===== src/bst_consts.svh =====
// Constants of the boundary-scan test port: widths, codes and counts
`ifndef BST_CONSTS_SVH
`define BST_CONSTS_SVH

// ----------------------------------------------------------------
// Serial register widths
// ----------------------------------------------------------------
`define BST_IR_W        3
`define BST_ID_W        32
`define BST_BND_W       109

// ----------------------------------------------------------------
// Instruction codes
// ----------------------------------------------------------------
`define BST_IR_EXTEST   3'h0
`define BST_IR_IDCODE   3'h1
`define BST_IR_SAMPLE   3'h4
`define BST_IR_BYPASS   3'h7
`define BST_IR_CAPTURE  3'h1

// ----------------------------------------------------------------
// Reset and timing values
// ----------------------------------------------------------------
`define BST_TMS_RESET_CNT 3'h5
`define BST_TMS_LAST_CNT  3'h4
`define BST_CNT_ZERO      3'h0
`define BST_CNT_ONE       3'h1
`define BST_BIT_ZERO      1'h0
`define BST_BIT_ONE       1'h1
`define BST_SYNC_ZERO     3'h0
`define BST_TCK_NS        400
`define BST_SYS_NS        50

`endif


===== src/bst_pkg.sv =====
// Types shared by the boundary-scan test port
package bst_pkg;

	// ----------------------------------------------------------------
	// Controller states, Gray steps in the order listed
	// ----------------------------------------------------------------
	typedef enum logic [3:0] {
		BST_TLR   = 4'h0,
		BST_RTI   = 4'h1,
		BST_SELDR = 4'h3,
		BST_CAPDR = 4'h2,
		BST_SHDR  = 4'h6,
		BST_EX1DR = 4'h7,
		BST_PDR   = 4'h5,
		BST_EX2DR = 4'h4,
		BST_UPDR  = 4'hC,
		BST_SELIR = 4'hD,
		BST_CAPIR = 4'hF,
		BST_SHIR  = 4'hE,
		BST_EX1IR = 4'hA,
		BST_PIR   = 4'hB,
		BST_EX2IR = 4'h9,
		BST_UPIR  = 4'h8
	} bst_state_t;

	// ----------------------------------------------------------------
	// Test pins from the external controller
	// ----------------------------------------------------------------
	typedef struct packed {
		logic tck;
		logic tms;
		logic tdi;
	} bst_pins_t;

endpackage


===== src/bst_pin_sync.sv =====
// Three-stage pin synchroniser with agreement filter
`timescale 1ns/1ns
`include "bst_consts.svh"

module bst_pin_sync #(
	parameter int W = 3
) (
	// Clock and reset
	input  wire logic         clk_in,
	input  wire logic         rst_n_in,
	// Pins and filtered levels
	input  wire logic [W-1:0] pin_in,
	output logic      [W-1:0] level_out
);

	genvar g;

	// ----------------------------------------------------------------
	// Per-bit chain; the first stage feeds only the second
	// ----------------------------------------------------------------
	generate
		for (g = 0; g < W; g++) begin : g_bit
			logic s1;
			logic s2;
			logic s3;
			// Level moves only once stages two and three agree
			always_ff @(posedge clk_in or negedge rst_n_in) begin
				if (!rst_n_in) begin
					s1           <= `BST_BIT_ZERO;
					s2           <= `BST_BIT_ZERO;
					s3           <= `BST_BIT_ZERO;
					level_out[g] <= `BST_BIT_ZERO;
				end else begin
					s1 <= pin_in[g];
					s2 <= s1;
					s3 <= s2;
					if (s2 == s3) begin
						level_out[g] <= s3;
					end
				end
			end
		end
	endgenerate

endmodule


===== src/bst_tap.sv =====
// Boundary-scan test access port sampled by the system clock
//
// Contract
// - Only a reduced instruction set is decoded: extest, idcode, sample and bypass.
// - TMS and TDI are taken at each rising edge of the test clock.
// - TDO changes only at a falling edge of the test clock.
// - The controller steers the state machine with TMS alone, one step per rising edge.
// - The register between TDI and TDO is chosen from state and current instruction.
// - Five rising edges with TMS high put the port in test-logic-reset.
// - Power-up reset puts the state machine in test-logic-reset without any clock.
// - The 3-bit instruction register is loaded with idcode while in test-logic-reset.
// - A one-bit bypass register passes scan data with minimal delay.
// - With idcode loaded, capture-DR loads a fixed 32-bit code that shift-DR sends out.
// - A 109-bit boundary register captures the I/O ring and shifts it out.
`timescale 1ns/1ns
`include "bst_consts.svh"

module bst_tap #(
	parameter logic [`BST_ID_W-1:0] ID_CODE = 32'h0A5C_3001 // Arbitrary code, bit 0 set
) (
	// Clock and reset
	input  wire logic                  clk_sys_in,
	input  wire logic                  reset_n_in,
	// Test pins and I/O ring
	input  wire bst_pkg::bst_pins_t    pins_in,
	input  wire logic [`BST_BND_W-1:0] io_ring_in,
	output logic                       tdo_out,
	output logic                       tdo_oe_out
);
	import bst_pkg::*;

	// Test clock is sampled, so it must stay far below the system rate
	localparam int TCK_SYS_RATIO = `BST_TCK_NS / `BST_SYS_NS;

	logic                  rst_a;
	logic                  rst_n;
	logic [2:0]            pin_lvl;
	bst_pins_t             p;
	logic                  tck_q;
	bst_state_t            state;
	bst_state_t            next_state;
	logic [`BST_IR_W-1:0]  ir;
	logic [`BST_IR_W-1:0]  ir_sr;
	logic                  bypass;
	logic [`BST_ID_W-1:0]  id_sr;
	logic [`BST_BND_W-1:0] bnd_sr;
	logic [2:0]            tms_hi_cnt;

	// ----------------------------------------------------------------
	// Reset release and pin synchronisers
	// ----------------------------------------------------------------
	// Two-stage release so the whole port leaves reset on one edge
	always_ff @(posedge clk_sys_in or negedge reset_n_in) begin
		if (!reset_n_in) begin
			rst_a <= `BST_BIT_ZERO;
			rst_n <= `BST_BIT_ZERO;
		end else begin
			rst_a <= `BST_BIT_ONE;
			rst_n <= rst_a;
		end
	end

	bst_pin_sync #(
		.W (3)
	) u_sync (
		.clk_in    (clk_sys_in),
		.rst_n_in  (rst_n),
		.pin_in    (pins_in),
		.level_out (pin_lvl)
	);

	assign p = pin_lvl;

	// ----------------------------------------------------------------
	// Test clock edges and register selection
	// ----------------------------------------------------------------
	wire tck_rise = p.tck & ~tck_q;
	wire tck_fall = ~p.tck & tck_q;
	wire sel_bnd  = (ir == `BST_IR_EXTEST) || (ir == `BST_IR_SAMPLE);
	wire sel_id   = (ir == `BST_IR_IDCODE);
	wire sel_byp  = ~sel_bnd & ~sel_id; // Unused codes fall to bypass
	wire dr_lsb   = sel_bnd ? bnd_sr[0] : (sel_id ? id_sr[0] : bypass);
	wire in_shir  = (state == BST_SHIR);
	wire in_shdr  = (state == BST_SHDR);

	always_ff @(posedge clk_sys_in or negedge rst_n) begin
		if (!rst_n) begin
			tck_q <= `BST_BIT_ZERO;
		end else begin
			tck_q <= p.tck;
		end
	end

	// ----------------------------------------------------------------
	// Controller next state
	// ----------------------------------------------------------------
	// Standard sixteen-state walk steered by TMS
	always_comb begin
		case (state)
			BST_TLR:   next_state = p.tms ? BST_TLR   : BST_RTI;
			BST_RTI:   next_state = p.tms ? BST_SELDR : BST_RTI;
			BST_SELDR: next_state = p.tms ? BST_SELIR : BST_CAPDR;
			BST_CAPDR: next_state = p.tms ? BST_EX1DR : BST_SHDR;
			BST_SHDR:  next_state = p.tms ? BST_EX1DR : BST_SHDR;
			BST_EX1DR: next_state = p.tms ? BST_UPDR  : BST_PDR;
			BST_PDR:   next_state = p.tms ? BST_EX2DR : BST_PDR;
			BST_EX2DR: next_state = p.tms ? BST_UPDR  : BST_SHDR;
			BST_UPDR:  next_state = p.tms ? BST_SELDR : BST_RTI;
			BST_SELIR: next_state = p.tms ? BST_TLR   : BST_CAPIR;
			BST_CAPIR: next_state = p.tms ? BST_EX1IR : BST_SHIR;
			BST_SHIR:  next_state = p.tms ? BST_EX1IR : BST_SHIR;
			BST_EX1IR: next_state = p.tms ? BST_UPIR  : BST_PIR;
			BST_PIR:   next_state = p.tms ? BST_EX2IR : BST_PIR;
			BST_EX2IR: next_state = p.tms ? BST_UPIR  : BST_SHIR;
			BST_UPIR:  next_state = p.tms ? BST_SELDR : BST_RTI;
			default:   next_state = BST_TLR;
		endcase
	end

	// Power-up lands in test-logic-reset with no test clock
	always_ff @(posedge clk_sys_in or negedge rst_n) begin
		if (!rst_n) begin
			state <= BST_TLR;
		end else if (tck_rise) begin
			state <= next_state;
		end
	end

	// ----------------------------------------------------------------
	// Instruction register
	// ----------------------------------------------------------------
	// Shift on rise, update on fall of update-IR as the standard does
	always_ff @(posedge clk_sys_in or negedge rst_n) begin
		if (!rst_n) begin
			ir    <= `BST_IR_IDCODE;
			ir_sr <= `BST_IR_CAPTURE;
		end else begin
			if (state == BST_TLR) begin
				ir <= `BST_IR_IDCODE;
			end else if (tck_fall && state == BST_UPIR) begin
				ir <= ir_sr;
			end
			if (tck_rise && state == BST_CAPIR) begin
				ir_sr <= `BST_IR_CAPTURE;
			end else if (tck_rise && in_shir) begin
				ir_sr <= {p.tdi, ir_sr[`BST_IR_W-1:1]};
			end
		end
	end

	// ----------------------------------------------------------------
	// Data registers
	// ----------------------------------------------------------------
	// Only the selected register captures or shifts
	always_ff @(posedge clk_sys_in or negedge rst_n) begin
		if (!rst_n) begin
			bypass <= `BST_BIT_ZERO;
			id_sr  <= '0;
			bnd_sr <= '0;
		end else if (tck_rise && state == BST_CAPDR) begin
			if (sel_byp) bypass <= `BST_BIT_ZERO;
			if (sel_id)  id_sr  <= ID_CODE;
			if (sel_bnd) bnd_sr <= io_ring_in;
		end else if (tck_rise && in_shdr) begin
			if (sel_byp) bypass <= p.tdi;
			if (sel_id)  id_sr  <= {p.tdi, id_sr[`BST_ID_W-1:1]};
			if (sel_bnd) bnd_sr <= {p.tdi, bnd_sr[`BST_BND_W-1:1]};
		end
	end

	// ----------------------------------------------------------------
	// Serial output
	// ----------------------------------------------------------------
	// Moves on fall so it is steady across the next rise
	always_ff @(posedge clk_sys_in or negedge rst_n) begin
		if (!rst_n) begin
			tdo_out    <= `BST_BIT_ZERO;
			tdo_oe_out <= `BST_BIT_ZERO;
		end else if (tck_fall) begin
			tdo_oe_out <= in_shir | in_shdr;
			if (in_shir) begin
				tdo_out <= ir_sr[0];
			end else if (in_shdr) begin
				tdo_out <= dr_lsb;
			end
		end
	end

	// ----------------------------------------------------------------
	// Checks
	// ----------------------------------------------------------------
	// Counts consecutive rises with TMS high, saturating at the limit
	always_ff @(posedge clk_sys_in or negedge rst_n) begin
		if (!rst_n) begin
			tms_hi_cnt <= `BST_CNT_ZERO;
		end else if (tck_rise) begin
			if (!p.tms) begin
				tms_hi_cnt <= `BST_CNT_ZERO;
			end else if (tms_hi_cnt != `BST_TMS_RESET_CNT) begin
				tms_hi_cnt <= 3'(tms_hi_cnt + `BST_CNT_ONE);
			end
		end
	end
endmodule

===== config.mk =====
export PLATFORM = sky130hd
export DESIGN_NAME = bst_tap
export DESIGN_NICKNAME = d
export VERILOG_FILES = /design/src/bst_pkg.sv /design/src/bst_pin_sync.sv /design/src/bst_tap.sv
export VERILOG_INCLUDE_DIRS = /design/src
export SDC_FILE = /design/constraint.sdc
export NUM_CORES = 1
export LEC_CHECK = 0
export BUFFER_PORTS_ARGS = -buffer_cell sky130_fd_sc_hd__clkbuf_2
export CAP_MARGIN = 20
export CORE_MARGIN = 3
export CORE_UTILIZATION = 30
export DETAILED_ROUTE_END_ITERATION = 10
export GPL_ROUTABILITY_DRIVEN = 0
export HOLD_SLACK_MARGIN = 0.08
export SYNTH_ARGS = -nofsm -noshare
export SYNTH_HDL_FRONTEND = slang
export SYNTH_SLANG_ARGS = --single-unit

===== constraint.sdc =====
create_clock -name clk_sys_in -period 5.8 [get_ports clk_sys_in]
set_input_delay 0.29 -clock clk_sys_in [delete_from_list [all_inputs] [get_ports clk_sys_in]]
set_output_delay 0.29 -clock clk_sys_in [all_outputs]
set_load 0.03 [all_outputs]

## Word-level counts from Yosys, hierarchy flattened

Cells that the tools add are included.

| cells by class | value |
|---|---|
| bitwise logic cells | 8 |
| multiplexer cells | 33 |
| reduce and logical (&&, ||, !) cells | 19 |
| div/mod/pow operators | 0 |
| shift operators | 0 |
| add/sub/neg operators | 0 |
| multiply operators | 0 |
| eq/ne operators | 26 |
| order comparisons | 0 |

Operators with widths:

| kind | count |
|---|---|
| 2-to-1 mux 109 bit | 4 |
| 2-to-1 mux 32 bit | 4 |
| one-hot mux 4 bit (12 select lines) | 1 |
| equality test 4 bit, second input constant | 8 |
| 2-to-1 mux 3 bit | 6 |
| equality test 4 x 3 -> 1 bit, second input constant | 4 |
| 2-to-1 mux 4 bit | 4 |
| inequality test 2 bit, second input constant | 6 |
| 2-to-1 mux 1 bit | 11 |
| AND reduction 3 bit | 3 |
| equality test 4 x 2 -> 1 bit, second input constant | 2 |
| nonzero test 2 bit | 4 |
| 2-to-1 mux 2 bit | 3 |
| logical AND 1 bit | 5 |
| equality test 4 x 1 -> 1 bit, second input constant | 1 |
| zero test 4 bit | 1 |
| NOT 1 bit | 4 |
| OR reduction 2 bit | 2 |
| bitwise AND 1 bit | 3 |
| equality test 1 bit | 3 |
| equality test 3 x 1 -> 1 bit, second input constant | 1 |
| equality test 3 bit, second input constant | 1 |
| zero test 3 bit | 1 |
| OR reduction 3 bit | 1 |
| 3 further kinds | 3 |

| storage, ports and cells | value |
|---|---|
| bits in latches | 0 |
| output and inout bits | 2 |
| bits in writable memories | 0 |
| memory bits (read-only) | 0 |
| input bits | 114 |
| memories kept | 0 |
| register bits | 169 |

## Longest topological paths before layout

Gate-level depths: netlist (run 1).

| logic depth | value |
|---|---|
| depth after elaboration | 7 |
| mapped depth | 9 |
| gate-level depth less buffers | 4 |

## By module

Synthesis (run 1) repeated with hierarchy kept, for this count alone.

| second synthesis, totals | value |
|---|---|
| cell total of the unflattened synthesis | 721 |
| area total of the unflattened synthesis | 7408.4 um2 |

By module, submodules not included:

| module | cells an instance | times used | area each (um2) |
|---|---|---|---|
| bst_tap | 706 | 1 | 7074.3 |
| bst_pin_sync | 15 | 1 | 334.1 |

## Worst setup path before layout (run 1)

No wires, ideal clock.

| path | value |
|---|---|
| path kind | register -> register |
| from | register tck_q |
| to | register bnd_sr[65] |
| path slack | 4297 ps |
| library setup time | 132 ps |
| buffers on the path | 4 |
| data arrival time | 1371 ps |
| stages on the path, launching flop included | 9 |
| path through | dfrtp_1 > and2b_4 > nand4_1 > buf_2 > buf_6 > buf_6 > buf_6 > nand2_1 > o21ai_1 |

| on the way | value |
|---|---|
| longest elaborated chain between the ends | 5 |
| elaborated cells between the ends (all ways) | 9 |
| classes of those cells | eq/ne (2); mux (1); bitwise (2); reduce/logical (4) |

RTL lines:

| item | line | RTL |
|---|---|---|
| from (decl) | bst_tap.sv:39 | `logic tck_q;` |
| from (signal assigned) | bst_tap.sv:88 | `` tck_q <= `BST_BIT_ZERO; `` |
| from (signal assigned) | bst_tap.sv:90 | `tck_q <= p.tck;` |
| NOT 1 bit * | bst_tap.sv:77 | `wire tck_rise = p.tck & ~tck_q;` |
| bitwise AND 1 bit * | bst_tap.sv:77 |  |
| logical AND 1 bit (on tied branches) | bst_tap.sv:164, bst_tap.sv:160 |  |
| inequality test 2 bit (no source line) / nonzero test 2 bit (equally long branches) | -- |  |
| AND reduction 3 bit (no source line) | -- |  |
| to (signal assigned) | bst_tap.sv:163 | `if (sel_bnd) bnd_sr <= io_ring_in;` |
| to (signal assigned) | bst_tap.sv:167 | `` if (sel_bnd) bnd_sr <= {p.tdi, bnd_sr[`BST_BND_W-1:1]}; `` |
| to (decl) | bst_tap.sv:46 | `` logic [`BST_BND_W-1:0] bnd_sr; `` |

Mark *: on every way between the ends. The rest lies on a longest branch, timed or not.
A chain may end at the register's enable or synchronous reset.

## Worst setup path in the final report (run 1)

| path | value |
|---|---|
| from | register state[2] |
| to | register tdo_out |

| on the way | value |
|---|---|
| longest elaborated chain between the ends | 3 |
| elaborated cells between the ends (all ways) | 5 |
| classes of those cells | eq/ne (2); mux (1); reduce/logical (2) |

RTL lines:

| item | line | RTL |
|---|---|---|
| from (decl) | bst_tap.sv:40 | `bst_state_t state;` |
| from (signal assigned) | bst_tap.sv:125 | `state <= next_state;` |
| equality test 4 bit / equality test 4 x 3 -> 1 bit (equally long branches) | bst_tap.sv:83, bst_tap.sv:84 |  |
| nonzero test 2 bit (no source line) | -- |  |
| AND reduction 2 bit (no source line) | -- |  |
| to (signal assigned) | bst_tap.sv:177 | `` tdo_out <= `BST_BIT_ZERO; `` |
| to (signal assigned) | bst_tap.sv:182 | `tdo_out <= ir_sr[0];` |
| to (signal assigned) | bst_tap.sv:184 | `tdo_out <= dr_lsb;` |
| to (decl) | bst_tap.sv:27 | `output logic tdo_out,` |

Parallel ways exist; a longest one is shown, timed or not.

==> reports/metrics.cfg, run 1 <==
[run_status]
status = finished clean

[power_and_ir_drop]
power.total_mw = 4.07
leakagePower_nw = 4.13
vdd_drop_max_mv = 0.204
powerDensity_nw_per_um2 = 461

[global_routing]
grt_usage_pct = 11.5
first_global_vias = 5169
grt_max_degree = 219
antenna_found_initial = 0
grt_remaining_overflow = 0
grt_pass1_wl_mm = 25.4

[layout]
syn_to_final_growth_pct = 18.8
seq_area_um2 = 4240
mostFrequentLayoutCells = nand2_1, dfrtp_1, o21ai_0, clkbuf_2, mux2i_1
multi_input_area_um2 = 2910
fill_cells = 2359
layout-drive-gt1-share_pct = 19.7
antennaDiodeCount = 0
nNetsFinal = 925
design_area_um2 = 8830
final_util_pct = 36.9
mostFrequentLayoutCell = nand2_1

[die]
start_util_pct = 31.1
die_area_um2 = 26700
core_area_um2 = 23900
rows = 56
die_h_um = 163
io_pins = 116
die-width_um = 163

[critical_path]
cp.required_ns = 6.10
r2r_setup_slack_ns = 3.47
crit_slowest_cell = dfrtp_4
critPathLaunchType = register
crit_end = tdo_out
path_class = reg -> reg
crit_family = flip-flops
r2r-start = state[2]
crit_arrival_ns = 2.63
r2r-end = tdo_out
reg2reg_depth = 3
cp-startpoint = state[2]
crit_cells = 3
path_max_fanout = 58
end_kind = register
critPathMaxStageDelay_ns = 0.89
worst-path-buf-inv = 1
path_cells = inv_1 > nor4_1 > mux2_2

[placement]
numPortBuffers = 115
placed_area_um2 = 8200
dpl.hpwl_mm = 9.31

[hold_path]
hold_class = in -> reg

[synthesis]
postSynthAreaPerCell_um2 = 10.3
syn-num-nets = 836
ys_seq_elements = 169
synth_cell_types = 40
yosysSeqAreaShare_pct = 56.9
syn_inst = 722
synth_area_um2 = 7430
ys_warn_count = 0

[job]
cap_violations = 0

[route]
routed_wl_mm = 14.6
dr.first_iter.drc_count = 250
wl_per_cell_um = 12.8
dr.pass1.iters = 4
detail-route-antenna-nets = 0
vias = 5059
viasPerCell = 4.43
drc = 0

[timing]
relSlewSlack_pct = 40.9
hold_viol = 0
rsz0062_at_grt = no
setup-tns-final_ns = 0
finalHoldWorstSlack_ns = 0.142
timing.final.crit_period_ns = 2.33
setup_viol = 0
worstMarginPinSlew_ns = 0.887
max_freq_ghz = 0.429
slew_viol_final = 0
period_share_pct = 40.1
fin_skew_ns = 0.00829

[clock_network]
cts_root_buf = clkbuf_16
cts_tree = built
htree_levels = 4
cts_resized = 0
postCtsSetupBuffers = 0
cts_buffers = 17
clock_latency_ns = 0.42
clock_path_buffers = 2
clkSinkCount = 169
path_clk_slew_ns = 0.06

sequential cells by signal, indices dropped and copies added, names as in the netlist:
signal / cells
bnd_sr: 109
bypass: 1
id_sr: 32
ir: 3
ir_sr: 3
rst_a: 1
rst_n: 1
state: 4
tck_q: 1
tdo_oe_out: 1
tdo_out: 1
u_sync.g_bit.s1: 3
u_sync.g_bit.s2: 3
u_sync.g_bit.s3: 3
u_sync.level_out: 3
worst min-delay path: cells and delay by family:
kind            cells  cell delay, ns
compound gates      1            0.10
buf+inv             1            0.07
mux                 1            0.05
kinds of logic after synthesis:
logic type               count (synthesis)  synth area share, %
AO/OA/AOI/OAI                          170                 12.1
other                                    1               0.0505
buffers and inverters                   59                 3.92
adder cells (fa/ha/maj)                  3                0.404
AND/OR/NAND/NOR                        209                 11.6
multiplexers                           111                 15.0
flip-flops                             169                 56.9
through the flow:
step | cells | worst slack (ns)
after floorplan | 722 | 0.746
after global placement | 1107 | 3.50
after detailed placement | 1107 | 3.49
after CTS | 1143 | 3.46
after global routing | 1143 | 3.32
final | 1143 | 3.47
routing by layer:
metal | track usage, % | vias to the layer above | wire (um)
li1 | - | 2641 | -
met1 | 16.2 | 2332 | 7220
met2 | 17.5 | 72 | 6620
met3 | 3.53 | 14 | 624
met4 | 2.88 | 0 | 138
met5 | 0 | - | 0
layout make-up:
cell class / count / area share, %
Timing Repair Buffer: 124 / 7.68
Inverter: 5 / 0.213
Sequential cell: 169 / 48.0
Multi-Input combinational cell: 494 / 32.9
Clock inverter: 11 / 1.28
Tap cell: 319 / 4.52
Clock buffer: 21 / 5.33
where the power goes:
part / total, mW / switching (mW) / internal, mW
sequential: 1.99 / 0.348 / 1.64
combinational: 0.962 / 0.474 / 0.487
clock: 1.12 / 0.483 / 0.633
repair_timing:
action                     4_1_cts  5_1_grt
setup endpoints to repair        0        0
hold endpoints to repair         5        0
hold buffers                     4        0
synthesized netlist by cell type (all sizes together):
cell type / instances / area (um2)
o22a: 1 / 8.76
a311oi: 1 / 8.76
a31oi: 2 / 12.5
nor3b: 1 / 12.5
or3b: 1 / 8.76
nor3: 1 / 5.00
a211oi: 1 / 7.51
a2111o: 1 / 11.3
a21boi: 1 / 7.51
and2b: 1 / 10.0
inv: 5 / 18.8
nand3b: 3 / 22.5
mux2: 3 / 33.8
o41ai: 2 / 17.5
and2: 1 / 6.26
nand2: 171 / 642
mux2i: 108 / 1080
a21o: 3 / 22.5
o32ai: 1 / 8.76
nand4: 3 / 18.8
a21oi: 3 / 15.0
buf: 31 / 186
conb: 1 / 3.75
nand2b: 4 / 25.0
nor2: 16 / 67.6
nor4: 1 / 6.26
dfrtp: 167 / 4180
nand4b: 1 / 8.76
maj3: 3 / 30.0
nor2b: 1 / 6.26
a32oi: 1 / 8.76
o31ai: 1 / 7.51
clkbuf: 23 / 86.3
dfstp: 2 / 52.6
nand3: 4 / 20.0
o21bai: 1 / 7.51
o21ai: 151 / 756
how the worst min path moves through the flow:
stage / from / endpoint / slack, ns / depth (start not counted)
floorplan: reset_n_in / rst_a / -0.006 / 0
global placement: reset_n_in / rst_a / 0.08 / 1
detailed placement: reset_n_in / rst_a / 0.08 / 1
CTS: io_ring_in[74] / bnd_sr[74] / 0.13 / 3
global route: io_ring_in[73] / bnd_sr[73] / 0.15 / 3
finish: io_ring_in[74] / bnd_sr[74] / 0.14 / 3
No activity file was read; power rests on OpenSTA's default activity.
==> run 2: changes to the inputs <==
Clock period 5.8 ns to 2 ns, I/O delays scaled along.
==> reports/metrics.cfg, run 2 (synthesized netlist as in run 1, its figures left out) <==
[run_status]
status = finished clean

[route]
dr.pass1.iters = 4  ; unchanged
drc = 0  ; unchanged
routed_wl_mm = 16.5  ; +13%
dr.first_iter.drc_count = 271  ; +8.4%
viasPerCell = 4.46  ; +0.73%
detail-route-antenna-nets = 0  ; unchanged
vias = 5671  ; +12%
wl_per_cell_um = 13.0  ; +1.8%

[critical_path]
critPathLaunchType = register
critPathMaxStageDelay_ns = 0.38  ; -0.51 ns
crit_arrival_ns = 2.00  ; -0.63 ns
end_kind = register
path_cells = and2b_4 > nand4_1 > buf_12 > buf_4 > o21ai_0
worst-path-buf-inv = 2  ; +1
cp.required_ns = 2.32  ; -3.78 ns
path_class = reg -> reg
path_max_fanout = 59  ; +1.7%
crit_slowest_cell = dfrtp_1
crit_family = simple AND/OR/NAND/NOR gates

[global_routing]
globalRouteMet2Util_pct = 21.1  ; +3.6 points
grt_usage_pct = 12.7  ; +1.1 points
first_global_vias = 5632  ; +9.0%
grt_max_degree = 80  ; -63%
grt_pass1_wl_mm = 27.4  ; +7.9%
antenna_found_initial = 0  ; unchanged
use_met3_pct = 3.45  ; -0.076 points
grt_remaining_overflow = 0  ; unchanged
grt-busiest-layer = met2
use_met1_pct = 16.4  ; +0.26 points

[clock_network]
cts_buffers = 17  ; unchanged
cts_root_buf = clkbuf_16
clkSinkCount = 169  ; unchanged
clock_latency_ns = 0.42  ; about the same
clock_path_buffers = 2  ; unchanged
htree_levels = 4  ; unchanged
path_clk_slew_ns = 0.07  ; about the same
postCtsSetupBuffers = 0  ; unchanged
cts_tree = built

[power_and_ir_drop]
p_comb_share_pct = 27.6  ; +4.0 points
powerDensity_nw_per_um2 = 1200  ; +160%
switchingPower_mw = 3.86  ; +200%
internal_power_mw = 8.30  ; +200%
vdd_drop_max_mv = 0.719  ; +250%
p_sw_share_pct = 31.7  ; -0.36 points
power.share.clock_pct = 26.6  ; -0.8 points
leakagePower_nw = 4.70  ; +14%
pwr-share-seq_pct = 45.8  ; -3.1 points
power.total_mw = 12.2  ; +200%

[timing]
max_freq_ghz = 0.596  ; +39%
timing.final.crit_period_ns = 1.68  ; -0.652 ns
slew_viol_final = 0  ; unchanged
fin_skew_ns = 0.00937  ; +0.00109 ns
worstMarginPinSlew_ns = 0.505  ; -0.382 ns
hold_viol = 0  ; unchanged
rsz0062_at_grt = no
setup-tns-final_ns = 0  ; unchanged
relSlewSlack_pct = 66.1  ; +25 points
setup_viol = 0  ; unchanged
period_share_pct = 83.8  ; +44 points

[die]
die_h_um = 163  ; unchanged
rows = 56  ; unchanged
die_area_um2 = 26700  ; unchanged
io_pins = 116  ; unchanged
start_util_pct = 31.1  ; unchanged
die-width_um = 163  ; unchanged
core_area_um2 = 23900  ; unchanged

[job]
cap_violations = 0  ; unchanged

[layout]
mostFrequentLayoutCells = nand2_1, dfrtp_1, o21ai_0, clkbuf_2, dlygate4sd3_1
antennaDiodeCount = 0  ; unchanged
layout-drive-gt1-share_pct = 18.9  ; -0.77 points
largest_reg_flops = 109  ; unchanged
mostFrequentLayoutCell = nand2_1
top_regs = bnd_sr x109, id_sr x32, state x4
regMostFlops = bnd_sr
fill_cells = 2213  ; -6.2%
nNetsFinal = 1055  ; +14%
syn_to_final_growth_pct = 36.3

[placement]
dpl.hpwl_mm = 10.2  ; +10%
numPortBuffers = 115  ; unchanged

[hold_path]
hold_class = reg -> async

## run 2: power groups by stage
stage	Sequential [mW]	Clock, mW	Combinational (mW)
3_5_place_dp	5.62	0	3.22
6_report	5.57	3.24	3.35
5_1_grt	5.76	3.48	3.82
4_1_cts	5.58	3.35	3.39
3_3_place_gp	5.59	0	3.13
2_1_floorplan	5.41	0	2.54
## run 2: final cells by class
cell class              count  area (um2)  area share (%)
flip-flops and latches    169        4240            41.9
multi-input cells         494        2910            28.7
repair buffers            254        1990            19.7
clock buffers              20         447            4.41
well taps                 319         399            3.94
clock inverters            11         125            1.24
inverters                   5        18.8           0.185
## run 2: layer usage
layer | part of all wire (%) | vias to the layer above
li1 | - | 2896
met1 | 47 | 2670
met2 | 49 | 88
met3 | 3.6 | 17
met4 | 1.3 | 0
met5 | 0 | -
## run 2: final timing paths
check	startpoint	end	slack, ns	cells after the start
worst max-delay path	tck_q	bnd_sr[18]	0.32	5
max in group asynchronous	rst_n	bnd_sr[103]	1.10	1
min in group clk_sys_in	pins_in[2]	u_sync.g_bit[2].s1	0.33	2
worst min register to register	rst_n	bnd_sr[69]	0.18	0
worst min-delay path	rst_n	bnd_sr[69]	0.18	0
worst max register to register	tck_q	bnd_sr[18]	0.32	5
## run 2: through the flow
stage / worst slack (ns) / instances / area [um2] / utilization [%] / hold WS [ns]
final: 0.323 / 1272 / 10100 / 42.4 / 0.179
after global routing: 0.208 / 1272 / 10100 / 42.4 / 0.196
after CTS: 0.320 / 1272 / 10100 / 42.4 / 0.184
after detailed placement: 0.336 / 1127 / 8420 / 35.2 / -0.111
after global placement: 0.371 / 1127 / 8420 / 35.2 / -0.114
after floorplan: 0.253 / 722 / 7430 / - / -0.196
## run 2: timing repair
action | in CTS | in global routing
endpoints found under the hold margin | 114 | 0
hold buffers | 114 | 0
resized for setup | 0 | 0
